### src/rtl/ccr_defs.vh
`ifndef CCR_DEFS_VH
`define CCR_DEFS_VH

// Register offsets in the driver register set
`define CCR_ADDR_LO 7'h6c
`define CCR_ADDR_HI 7'h7f
`define CCR_ADDR_CHOP 7'h6c
`define CCR_ADDR_DRVST 7'h6f
`define CCR_ADDR_PWMCFG 7'h70
`define CCR_ADDR_PWMAMP 7'h71
`define CCR_ADDR_PWMAUTO 7'h72

// Reset values
`define CCR_CHOP_RESET 32'h13008001
`define CCR_PWMCFG_RESET 32'hc40d1024

// Chopper configuration field positions
`define CCR_BIT_LS_OFF 31
`define CCR_BIT_GND_OFF 30
`define CCR_BIT_DEDGE 29
`define CCR_BIT_INTPOL 28
`define CCR_MRES_HI 27
`define CCR_MRES_LO 24
`define CCR_TBL_HI 16
`define CCR_TBL_LO 15
`define CCR_BIT_ENABLE 0
// Writable bits of the chopper word; reserved bits stay zero
`define CCR_CHOP_MASK 32'hff018001

// Result field positions
`define CCR_OFS_HI 7
`define CCR_OFS_LO 0
`define CCR_GRAD_HI 23
`define CCR_GRAD_LO 16

// Blank time in clocks per code
`define CCR_TBL_CLK0 6'h10
`define CCR_TBL_CLK1 6'h18
`define CCR_TBL_CLK2 6'h20
`define CCR_TBL_CLK3 6'h28

`endif

### src/rtl/ccr_chopper_regs.v
`include "ccr_defs.vh"

// Functional notes
// Driver registers occupy addresses 0x6C to 0x7F.
// Chopper bit 31 set disables low-side short protection.
// Chopper bit 30 set disables short-to-ground protection.
// Bit 29 set steps on both step input edges.
// Software must not combine double-edge stepping with step filtering.
// Bit 28 set (default) interpolates resolution to 256 microsteps.
// Resolution field 27:24: code 0 is 256, codes 1-8 halve down to full step.
// Resolution field resets to 32 microsteps in serial mode.
// Reduced resolution uses table positions giving a symmetrical wave; the code steps from the current position without aligning it.
// Each step advances position by two to the resolution code.
// Blank-time field 16:15 selects 16, 24, 32 or 40 clocks.
// Blank-time resets to code 1; software should use code 0 or 1.
// Chopper bit 0 enables the driver and resets to one.
// Read-only driver status at 0x6F shows flags and current level.
// Read/write PWM configuration register at 0x70.
// Read-only scale register at 0x71; 255 means maximum voltage.
// Register 0x72 bits 7:0 return the automatic PWM offset.
// Register 0x72 bits 23:16 return the automatic PWM gradient.
// Software may copy the automatic results into the manual fields.
// Reserved chopper bits are written zero and ignored by the device.
module ccr_chopper_regs #(
  parameter PWMCFG_WIDTH = 22,
  parameter AMP_WIDTH = 17
) (
  input wire CLOCK,
  input wire RESET_N,
  input wire CLK_EN,
  input wire [6:0] REG_ADDR,
  input wire REG_WR,
  input wire REG_RD,
  input wire [31:0] REG_WDATA,
  output reg [31:0] REG_RDATA,
  output reg REG_ACK,
  output wire REG_ERR,
  input wire [31:0] DRIVER_STATUS,
  input wire [8:0] PWM_SCALE_SUM,
  input wire [7:0] PWM_SCALE_AUTO,
  input wire [7:0] AUTO_PWM_OFFSET,
  input wire [7:0] AUTO_PWM_GRADIENT,
  input wire STEP_EDGE,
  input wire STEP_DIR,
  output wire LOW_SIDE_SHORT_PROTECT_OFF,
  output wire GROUND_SHORT_PROTECT_OFF,
  output wire DRIVER_ENABLE,
  output wire INTERPOLATE,
  output wire [3:0] RESOLUTION,
  output wire [5:0] BLANK_CLOCKS,
  output wire [31:0] PWM_CONFIGURATION,
  output reg [9:0] MICROSTEP_POS,
  output wire STEP_TAKEN
);

  ////////////////////////////////////////////////////////////////////////////
  // Decode helpers

  function in_range;
    input [6:0] a;
    begin
      in_range = (a >= `CCR_ADDR_LO) && (a <= `CCR_ADDR_HI);
    end
  endfunction

  // Microsteps per step pulse; codes above 8 treated as full step
  function [9:0] step_increment;
    input [3:0] code;
    begin
      if (code > 4'h8) begin
        step_increment = 10'h100;
      end else begin
        step_increment = 10'h001 << code;
      end
    end
  endfunction

  ////////////////////////////////////////////////////////////////////////////
  // Writable registers

  reg [31:0] chop_ff;
  reg [PWMCFG_WIDTH-1:0] pwmcfg_ff;
  reg step_in_ff;
  reg [9:0] nxt_pos;
  wire [31:0] pwmcfg_reset = `CCR_PWMCFG_RESET;

  always @(posedge CLOCK or negedge RESET_N) begin
    if (!RESET_N) begin
      chop_ff <= `CCR_CHOP_RESET;
      pwmcfg_ff <= pwmcfg_reset[PWMCFG_WIDTH-1:0];
    end else if (CLK_EN && REG_WR) begin
      if (REG_ADDR == `CCR_ADDR_CHOP) begin
        chop_ff <= REG_WDATA & `CCR_CHOP_MASK;
      end
      if (REG_ADDR == `CCR_ADDR_PWMCFG) begin
        pwmcfg_ff <= REG_WDATA[PWMCFG_WIDTH-1:0];
      end
    end
  end

  assign LOW_SIDE_SHORT_PROTECT_OFF = chop_ff[`CCR_BIT_LS_OFF];
  assign GROUND_SHORT_PROTECT_OFF = chop_ff[`CCR_BIT_GND_OFF];
  assign INTERPOLATE = chop_ff[`CCR_BIT_INTPOL];
  assign RESOLUTION = chop_ff[`CCR_MRES_HI:`CCR_MRES_LO];
  assign DRIVER_ENABLE = chop_ff[`CCR_BIT_ENABLE];
  assign PWM_CONFIGURATION = {{(32-PWMCFG_WIDTH){1'b0}}, pwmcfg_ff};

  reg [5:0] blank_sel;
  always @* begin
    case (chop_ff[`CCR_TBL_HI:`CCR_TBL_LO])
      2'h0: blank_sel = `CCR_TBL_CLK0;
      2'h1: blank_sel = `CCR_TBL_CLK1;
      2'h2: blank_sel = `CCR_TBL_CLK2;
      2'h3: blank_sel = `CCR_TBL_CLK3;
      default: blank_sel = `CCR_TBL_CLK1;
    endcase
  end
  assign BLANK_CLOCKS = blank_sel;

  ////////////////////////////////////////////////////////////////////////////
  // Step handling: position moves by the step increment from wherever it stands,
  // with no alignment, so reduced resolutions keep any offset left by finer steps.

  wire step_rise = STEP_EDGE & ~step_in_ff;
  wire step_fall = ~STEP_EDGE & step_in_ff;
  assign STEP_TAKEN = DRIVER_ENABLE &
    (step_rise | (chop_ff[`CCR_BIT_DEDGE] & step_fall));

  always @* begin
    nxt_pos = MICROSTEP_POS;
    if (STEP_TAKEN) begin
      if (STEP_DIR) begin
        nxt_pos = MICROSTEP_POS - step_increment(RESOLUTION);
      end else begin
        nxt_pos = MICROSTEP_POS + step_increment(RESOLUTION);
      end
    end
  end

  always @(posedge CLOCK or negedge RESET_N) begin
    if (!RESET_N) begin
      step_in_ff <= 1'b0;
      MICROSTEP_POS <= 10'h000;
    end else if (CLK_EN) begin
      step_in_ff <= STEP_EDGE;
      MICROSTEP_POS <= nxt_pos;
    end
  end

  ////////////////////////////////////////////////////////////////////////////
  // Read path: one-cycle registered answer

  reg [31:0] rd_mux;
  always @* begin
    case (REG_ADDR)
      `CCR_ADDR_CHOP: rd_mux = chop_ff;
      `CCR_ADDR_DRVST: rd_mux = DRIVER_STATUS;
      `CCR_ADDR_PWMCFG: rd_mux = PWM_CONFIGURATION;
      `CCR_ADDR_PWMAMP: rd_mux = {15'h0, PWM_SCALE_SUM[0], PWM_SCALE_AUTO,
        PWM_SCALE_SUM[8:1]};
      `CCR_ADDR_PWMAUTO: rd_mux = {8'h00, AUTO_PWM_GRADIENT, 8'h00,
        AUTO_PWM_OFFSET};
      default: rd_mux = 32'h00000000;
    endcase
  end

  // Unmapped addresses inside the set read zero, outside flag an error
  assign REG_ERR = (REG_RD | REG_WR) & ~in_range(REG_ADDR);

  always @(posedge CLOCK or negedge RESET_N) begin
    if (!RESET_N) begin
      REG_RDATA <= 32'h00000000;
      REG_ACK <= 1'b0;
    end else if (CLK_EN) begin
      REG_ACK <= REG_RD | REG_WR;
      if (REG_RD) begin
        REG_RDATA <= rd_mux;
      end
    end
  end

endmodule // ccr_chopper_regs

### config.mk
export PLATFORM = sky130hd
export DESIGN_NAME = ccr_chopper_regs
export DESIGN_NICKNAME = d
export VERILOG_FILES = /design/src/rtl/ccr_chopper_regs.v
export VERILOG_INCLUDE_DIRS = /design/src /design/src/rtl
export SDC_FILE = /design/constraint.sdc
export NUM_CORES = 1
export LEC_CHECK = 0
export ABC_AREA = 1
export ABC_CLOCK_PERIOD_IN_PS = 8550
export BUFFER_PORTS_ARGS = -buffer_cell sky130_fd_sc_hd__buf_2
export CAP_MARGIN = 10
export CORE_MARGIN = 2
export CORE_UTILIZATION = 47
export CTS_BUF_LIST = sky130_fd_sc_hd__clkbuf_4 sky130_fd_sc_hd__clkbuf_8
export DETAILED_ROUTE_END_ITERATION = 10
export GPL_ROUTABILITY_DRIVEN = 1
export GPL_TIMING_DRIVEN = 1
export PLACE_DENSITY = 0.8
export SYNTH_ARGS = -nofsm -noshare
export SYNTH_HDL_FRONTEND = slang
export SYNTH_SLANG_ARGS = --single-unit
### constraint.sdc
create_clock -name CLOCK -period 8.55 [get_ports CLOCK]
set_clock_uncertainty 0.15 [all_clocks]
set_input_delay 0.4275 -clock CLOCK [delete_from_list [all_inputs] [get_ports CLOCK]]
set_output_delay 0.4275 -clock CLOCK [all_outputs]
set_load 0.01 [all_outputs]
==> results of run 1 <==
power by group through the flow:
stage / logic (mW) / clock network, mW / registers (mW)
global route: 0.258 / 0.310 / 0.408
detailed placement: 0.223 / 0 / 0.411
finish: 0.224 / 0.286 / 0.404
CTS: 0.224 / 0.294 / 0.404
floorplan: 0.142 / 0 / 0.416
global placement: 0.217 / 0 / 0.410
synth_stat cells, types with 2 or more instances:
cell type  number
a21o_1          8
a21oi_1        17
buf_2           6
buf_4          17
buf_6           8
clkbuf_1        8
dfrtp_1        66
dfstp_2        11
ha_1           10
inv_1          34
nand2_1       271
nand2_4         2
nand3_1        74
nand4_1        10
nor2_1         18
nor2_2          4
nor2_4          2
nor3_2          2
o21ai_0        14
o21ai_1         6
xnor2_1         3
xor2_1          4
sequential cells by signal, indices dropped and copies added (netlist names):
signal         cells
pwmcfg_ff         22
step_in_ff         1
REG_ACK            1
REG_RDATA         32
MICROSTEP_POS     10
chop_ff           11
metrics by stage:
| stage | instance area (sq um) | power, mW | setup slack [ns] | hold WS (ns) |
|---|---|---|---|---|
| after floorplan | 4600 | 0.558 | 5.85 | -0.0181 |
| after global placement | 5370 | 0.627 | 5.74 | 0.303 |
| after detailed placement | 5370 | 0.634 | 5.63 | 0.310 |
| after CTS | 5580 | 0.922 | 5.62 | 0.115 |
| after global routing | 5580 | 0.976 | 5.27 | 0.124 |
| final | 5580 | 0.915 | 5.61 | 0.0697 |
cells by family (layout without fill, tap and decap cells):
logic type      count (synthesis)  after routing
xor+xnor                        7              7
simple gates                  388            388
compound gates                 50             50
flops                          77             77
buf+inv                        80            239
fa+ha+maj                      11             11
other cells                     1             13
how the worst max path moves through the flow:
stage	slack (ns)	depth (start not counted)	from	endpoint
after floorplan	5.85	18	chop_ff[25]	MICROSTEP_POS[9]
after global placement	5.74	16	chop_ff[26]	MICROSTEP_POS[9]
after detailed placement	5.63	16	chop_ff[26]	MICROSTEP_POS[9]
after CTS	5.62	16	chop_ff[26]	MICROSTEP_POS[9]
after global routing	5.27	16	chop_ff[26]	MICROSTEP_POS[9]
final	5.61	17	chop_ff[26]	MICROSTEP_POS[9]
critical path: cells and delay by family, from the launching register on:
kind | cells | cell delay, ns
AND/OR/NAND/NOR | 11 | 1.29
AO/OA/AOI/OAI | 1 | 0.07
adder cells (fa/ha/maj) | 2 | 0.56
buffers and inverters | 2 | 0.14
flip-flops | 1 | 0.49
XOR/XNOR | 1 | 0.13
cells in the final DEF, fill, tap and decap left out, types with 4 or more instances in the layout:
master	count
nor2_1	18
dfstp_2	11
xor2_1	4
conb_1	13
a21o_1	8
o21ai_1	6
o21ai_0	14
clkbuf_8	9
ha_1	10
nand3_1	74
dfrtp_1	66
inv_1	34
nand2_1	271
buf_2	185
nor2_2	4
a21oi_1	17
nand4_1	10
cell type report:
class | count | area share, %
clock inverter | 7 | 1.44
tap | 129 | 2.89
multi-input combinational | 469 | 39.4
sequential | 77 | 34.8
inverter | 36 | 2.42
timing repair buffer | 187 | 16.9
clock buffer | 9 | 2.22
per-layer routing:
layer	vias up	GRT usage (%)	wire length (microns)
met1	2051	33.2	5600
met4	2	8.51	291
met3	29	5.68	947
met2	200	40.0	6120
met5	-	0	11
li1	2257	-	-
==> run_results.csv, run 1 <==
group,metric,value,unit
outcome,status,"finished clean",
critical_path,regToRegEndpoint,"MICROSTEP_POS[9]",
clock_network,cts_tree,"done",
clock_network,clkTransAtPathRegs,0.08,ns
routing,routed_wl,13000,microns
place,gp_congestion,0.959,
power_and_ir_drop,irDropWorstVdd,75.4,uV
synthesis,synth_top_family_by_area,"simple AND/OR/NAND/NOR gates",
floorplan,io_pins,202,
synthesis,synth-seq-cells,77,
power_and_ir_drop,p_int,613,uW
cells_and_area,final-instance-count-excl-fill,914,
clock_network,clock_sinks,77,
sta,clock.fmax,340,MHz
sta,worst_pin_slew,1.14,ns
synthesis,synth_cells,614,
power_and_ir_drop,sw_frac_of_total,33.0,%
clock_network,clockBufferDepth,2,
clock_network,hold_buffers,0,
critical_path,reg2reg_setup_slack,5.61,ns
cells_and_area,multi_input_area,2190,sq um
routing,routedWlPerCell,14.2,microns
power_and_ir_drop,power_density,164,nW/um^2
critical_path,reg2reg_from,"chop_ff[26]",
power_and_ir_drop,p_comb_share,24.5,%
cells_and_area,utilization,59.8,%
sta,slew_violations,0,
place,dp.cells,898,
worst_hold_path,hold_class,"in -> async",
cells_and_area,seq_area,1940,sq um
routing,dr.pass1.iters,5,
synthesis,synth-compound-area-share,6.21,%
floorplan,dieArea,10500,sq um
job,cap_violations,0,
routing,vias,4539,
place,dp_hpwl,9650,microns
power_and_ir_drop,switchingPower,302,uW
sta,tns,0,ns
sta,slew_headroom,24.3,%
sta,period_share,34.4,%
synthesis,ys_types,41,
routing,ant_nets,0,
clock_network,postCtsSetupRepairBufs,0,
global_route,grt_pass1_vias,4281,
cells_and_area,n_fill_cell,914,
power_and_ir_drop,power.share.sequential,44.2,%
clock_network,root_buffer,"clkbuf_8",
global_route,grt_max_degree,78,
clock_network,insertion_delay,0.35,ns
clock_network,cts-buffers-inserted,9,
synthesis,synth_ff_type,"dfrtp_1",
cells_and_area,antenna_cells,0,
critical_path,slowest_delay,0.49,ns
synthesis,synth_simple_gate_area_share,36.4,%
critical_path,cpMaxStageDelayCell,"dfrtp_1",
clock_network,ctsHtreeMaxLevel,3,
power_and_ir_drop,power.leakage,3.34,nW
synthesis,synthArstFlopShare,100,%
sta,finalHoldViolCount,0,
synthesis,yosys.area_share.xor_xnor,1.35,%
clock_network,cts_resized,0,
floorplan,dieHeight,102,microns
critical_path,crit_arrival,3.03,ns
sta,fin_crit,2.94,ns
synthesis,synthAdderAreaFrac,3.19,%
routing,vias_per_cell,4.97,
global_route,track_usage,24.9,%
synthesis,yosys_warnings,0,
floorplan,die_x,102,microns
global_route,overflow,0,
critical_path,critPathKind,"reg -> reg",
place,port_buffers,186,
critical_path,path_cells,"nor2_1 > nand2_1 > ha_1 > inv_1 > a21oi_1 > nand3_1 > nand2_1 > xor2_1 > inv_1 > ha_1 > nand2_1 > nor2_1 > nand3_1 > nand4_1 > nand2_1 > nand2_1 > nand2_1",
cells_and_area,layout-drive-gt1-share,29.0,%
synthesis,ys_seq_area_share,42.6,%
routing,drc_errors,0,
cells_and_area,fin_nets,902,
critical_path,cp.required,8.65,ns
synthesis,synth.area.mux_share,0,%
floorplan,rows,35,
synthesis,syn_area,4550,sq um
synthesis,synth_edf_count,0,
critical_path,reg2reg_depth,17,
cells_and_area,syn_to_final_growth,22.5,%
synthesis,synth_top_area_share,36.3,%
global_route,antenna_found_initial,1,
synthesis,synth.area.top_cells,"dfrtp_1 36%, nand2_1 22%, nand3_1 8.1%, dfstp_2 6.3%, buf_4 2.8%",
critical_path,crit_path_end_kind,"flip-flop",
sta,rsz0062_at_grt,"false",
synthesis,yosys.area.top_type,"dfrtp_1",
global_route,grt_pass1_wl,20400,microns
routing,first_iter_violations,215,
power_and_ir_drop,clkPwrFrac,31.3,%
critical_path,start_kind,"flip-flop",
critical_path,crit_fanout,9,
floorplan,core,9330,sq um
synthesis,syn-mean-instance-area,7.42,sq um
sta,setup_viol,0,
critical_path,cpMostUsedCell,"nand2_1",
floorplan,initial_core_util,48.8,%
(Power assumes the default switching activity.)
==> inputs of run 2 (changes only) <==
ABC_CLOCK_PERIOD_IN_PS = 2600   (was 8550)
CORE_UTILIZATION = 44   (was 47)
PLACE_DENSITY = 0.78   (was 0.8)
clock period = 2.6 ns   (was 8.55 ns; I/O delays follow)
==> run_results.csv, run 2 (synthesis gave the netlist of run 1 again) <==
group,metric,value,unit
cells_and_area,final_cell_mix,"266 x nand2_1, 185 x buf_2, 86 x dlygate4sd3_1",
sta,clock.fmax,391,MHz
cells_and_area,final-instance-count-excl-fill,1027,
clock_network,clockBufferDepth,2,
global_route,grt_max_degree,51,
routing,vias_per_cell,5.01,
sta,slew_headroom,41.3,%
sta,period_share,98.3,%
floorplan,core,10200,sq um
routing,vias,5141,
routing,dr.pass1.iters,5,
global_route,grt_pass1_vias,5102,
floorplan,die_x,106,microns
sta,setup_viol,0,
power_and_ir_drop,power_density,496,nW/um^2
outcome,status,"finished clean",
sta,fin_crit,2.55,ns
clock_network,clock_sinks,77,
place,dp_hpwl,9810,microns
cells_and_area,n_fill_cell,849,
sta,slew_violations,0,
clock_network,ctsHtreeMaxLevel,3,
critical_path,crit_path_end_kind,"flip-flop",
critical_path,cpMostUsedCell,"nand2_1",
sta,timing.hold.ws,0.0107,ns
critical_path,crit_fanout,3,
critical_path,crit_arrival,2.64,ns
global_route,overflow,0,
sta,finalHoldViolCount,0,
critical_path,cpMaxStageDelayCell,"dfstp_2",
place,dp.cells,921,
global_route,grt_pass1_wl,24600,microns
place,port_buffers,186,
job,cap_violations,0,
cells_and_area,utilization,65.9,%
global_route,antenna_found_initial,1,
routing,ant_nets,0,
sta,rsz0062_at_grt,"true",
cells_and_area,syn_to_final_growth,47.5,%
critical_path,path_cells,"inv_1 > nor2_2 > nand2_1 > ha_2 > inv_2 > a21oi_2 > nor2_1 > xor2_1 > ha_1 > buf_4 > nand2_1 > inv_2 > a21oi_2 > nand2_1 > nand3_1 > nand2_1",
power_and_ir_drop,irDropWorstVdd,280,uV
routing,routed_wl,15600,microns
routing,routedWlPerCell,15.2,microns
clock_network,cts-buffers-inserted,9,
critical_path,worst-path-buf-inv,4,
critical_path,slowest_delay,0.56,ns
clock_network,root_buffer,"clkbuf_8",
floorplan,initial_core_util,44.7,%
worst_hold_path,hold_class,"in -> reg",
cells_and_area,top_regs,"REG_RDATA x32, pwmcfg_ff x22, chop_ff x11",
cells_and_area,final_common_cell,"nand2_1",
critical_path,critPathKind,"reg -> reg",
cells_and_area,top_register,"REG_RDATA",
cells_and_area,layout-drive-gt1-share,30.3,%
sta,worst_pin_slew,0.880,ns
routing,drc_errors,0,
routing,first_iter_violations,299,
clock_network,insertion_delay,0.35,ns
clock_network,clkTransAtPathRegs,0.09,ns
cells_and_area,largest_register_ffs,32,
critical_path,critPathTopFamily,"flip-flops",
critical_path,cp.required,2.68,ns
floorplan,dieHeight,106,microns
power_and_ir_drop,power.leakage,3.87,nW
floorplan,dieArea,11200,sq um
critical_path,start_kind,"flip-flop",
global_route,track_usage,27.5,%
floorplan,rows,37,
place,gp_congestion,0.874,
floorplan,io_pins,202,
clock_network,cts_tree,"done",
cells_and_area,fin_nets,1007,
==> run 2: cell count changes in the layout (fill, tap and decap cells not counted), moves of 3 or more <==
cell,before,now
dlygate4sd3_1,0,86
buf_4,2,20
a21oi_1,17,12
a21oi_2,0,5
nand2_1,271,266
nand2_2,1,5
nor2_1,18,14
ha_1,10,7
inv_1,34,31
inv_2,1,4
nand3_1,74,71
nand3_2,0,3
nor2_2,4,7
==> run 2: timing repair <==
action / 4_1_cts / 5_1_grt
cloned: 0 / 0
pin swaps: 1 / 11
setup buffers: 1 / 2
hold endpoints to repair: 104 / 0
hold buffers: 86 / 0
gates resized for setup: 8 / 17
endpoints found under the setup margin: 5 / 6
==> run 2: worst reg2reg max path: stages, from the launching register on <==
cell and delay (ns):
dfstp_2 0.56, inv_1 0.06, nor2_2 0.09, nand2_1 0.08, ha_2 0.18, inv_2 0.07, a21oi_2 0.04, nor2_1 0.11
xor2_1 0.16, ha_1 0.29, buf_4 0.16, nand2_1 0.07, inv_2 0.05, a21oi_2 0.15, nand2_1 0.07, nand3_1 0.08
nand2_1 0.06
==> run 2: through the flow <==
step	setup slack [ns]	setup TNS (ns)	area, sq um	total power [mW]
floorplan	0.0282	0	4610	1.84
global placement	-0.0383	-0.0383	5520	2.10
detailed placement	-0.119	-0.205	5520	2.11
CTS	0.0104	0	6660	3.26
global route	-0.100	-0.306	6720	3.51
finish	0.0454	0	6720	3.33
==> run 2: layout make-up <==
class,count,area [sq um],area share [%]
Antenna cell,1,2.50,0.0373
Clock buffer,9,124,1.84
Clock inverter,7,98.8,1.47
Inverter,36,135,2.01
Multi-Input combinational cell,469,2290,34.1
Sequential cell,77,1940,28.9
Tap cell,136,170,2.53
Timing Repair Buffer,292,1960,29.1
==> run 2: worst paths after layout <==
check,from,slack (ns),end,depth (start not counted)
setup / recovery,chop_ff[24],0.05,MICROSTEP_POS[6],16
hold / removal,DRIVER_STATUS[25],0.01,REG_RDATA[25],4
setup reg to reg,chop_ff[24],0.05,MICROSTEP_POS[6],16
hold reg to reg,chop_ff[28],0.33,chop_ff[28],2
max in group asynchronous,RESET_N,1.43,pwmcfg_ff[12],3
min in group asynchronous,RESET_N,0.20,MICROSTEP_POS[9],2
==> run 2: report_power, final <==
part           total, mW  leakage (nW)  internal (mW)  switching, mW
combinational      0.959          2.75          0.433          0.527
sequential          1.33          1.01           1.27         0.0648
clock               1.04         0.110          0.546          0.493
total               3.33          3.87           2.25           1.08
==> run 2: metal layers <==
| metal | up-vias | global-route usage, % | part of all wire [%] |
|---|---|---|---|
| li1 | 2472 | - | - |
| met1 | 2332 | 32.4 | 39 |
| met2 | 287 | 48.3 | 49 |
| met3 | 50 | 5.38 | 8.1 |
| met4 | 0 | 12.7 | 3.8 |
| met5 | - | 0 | 0 |
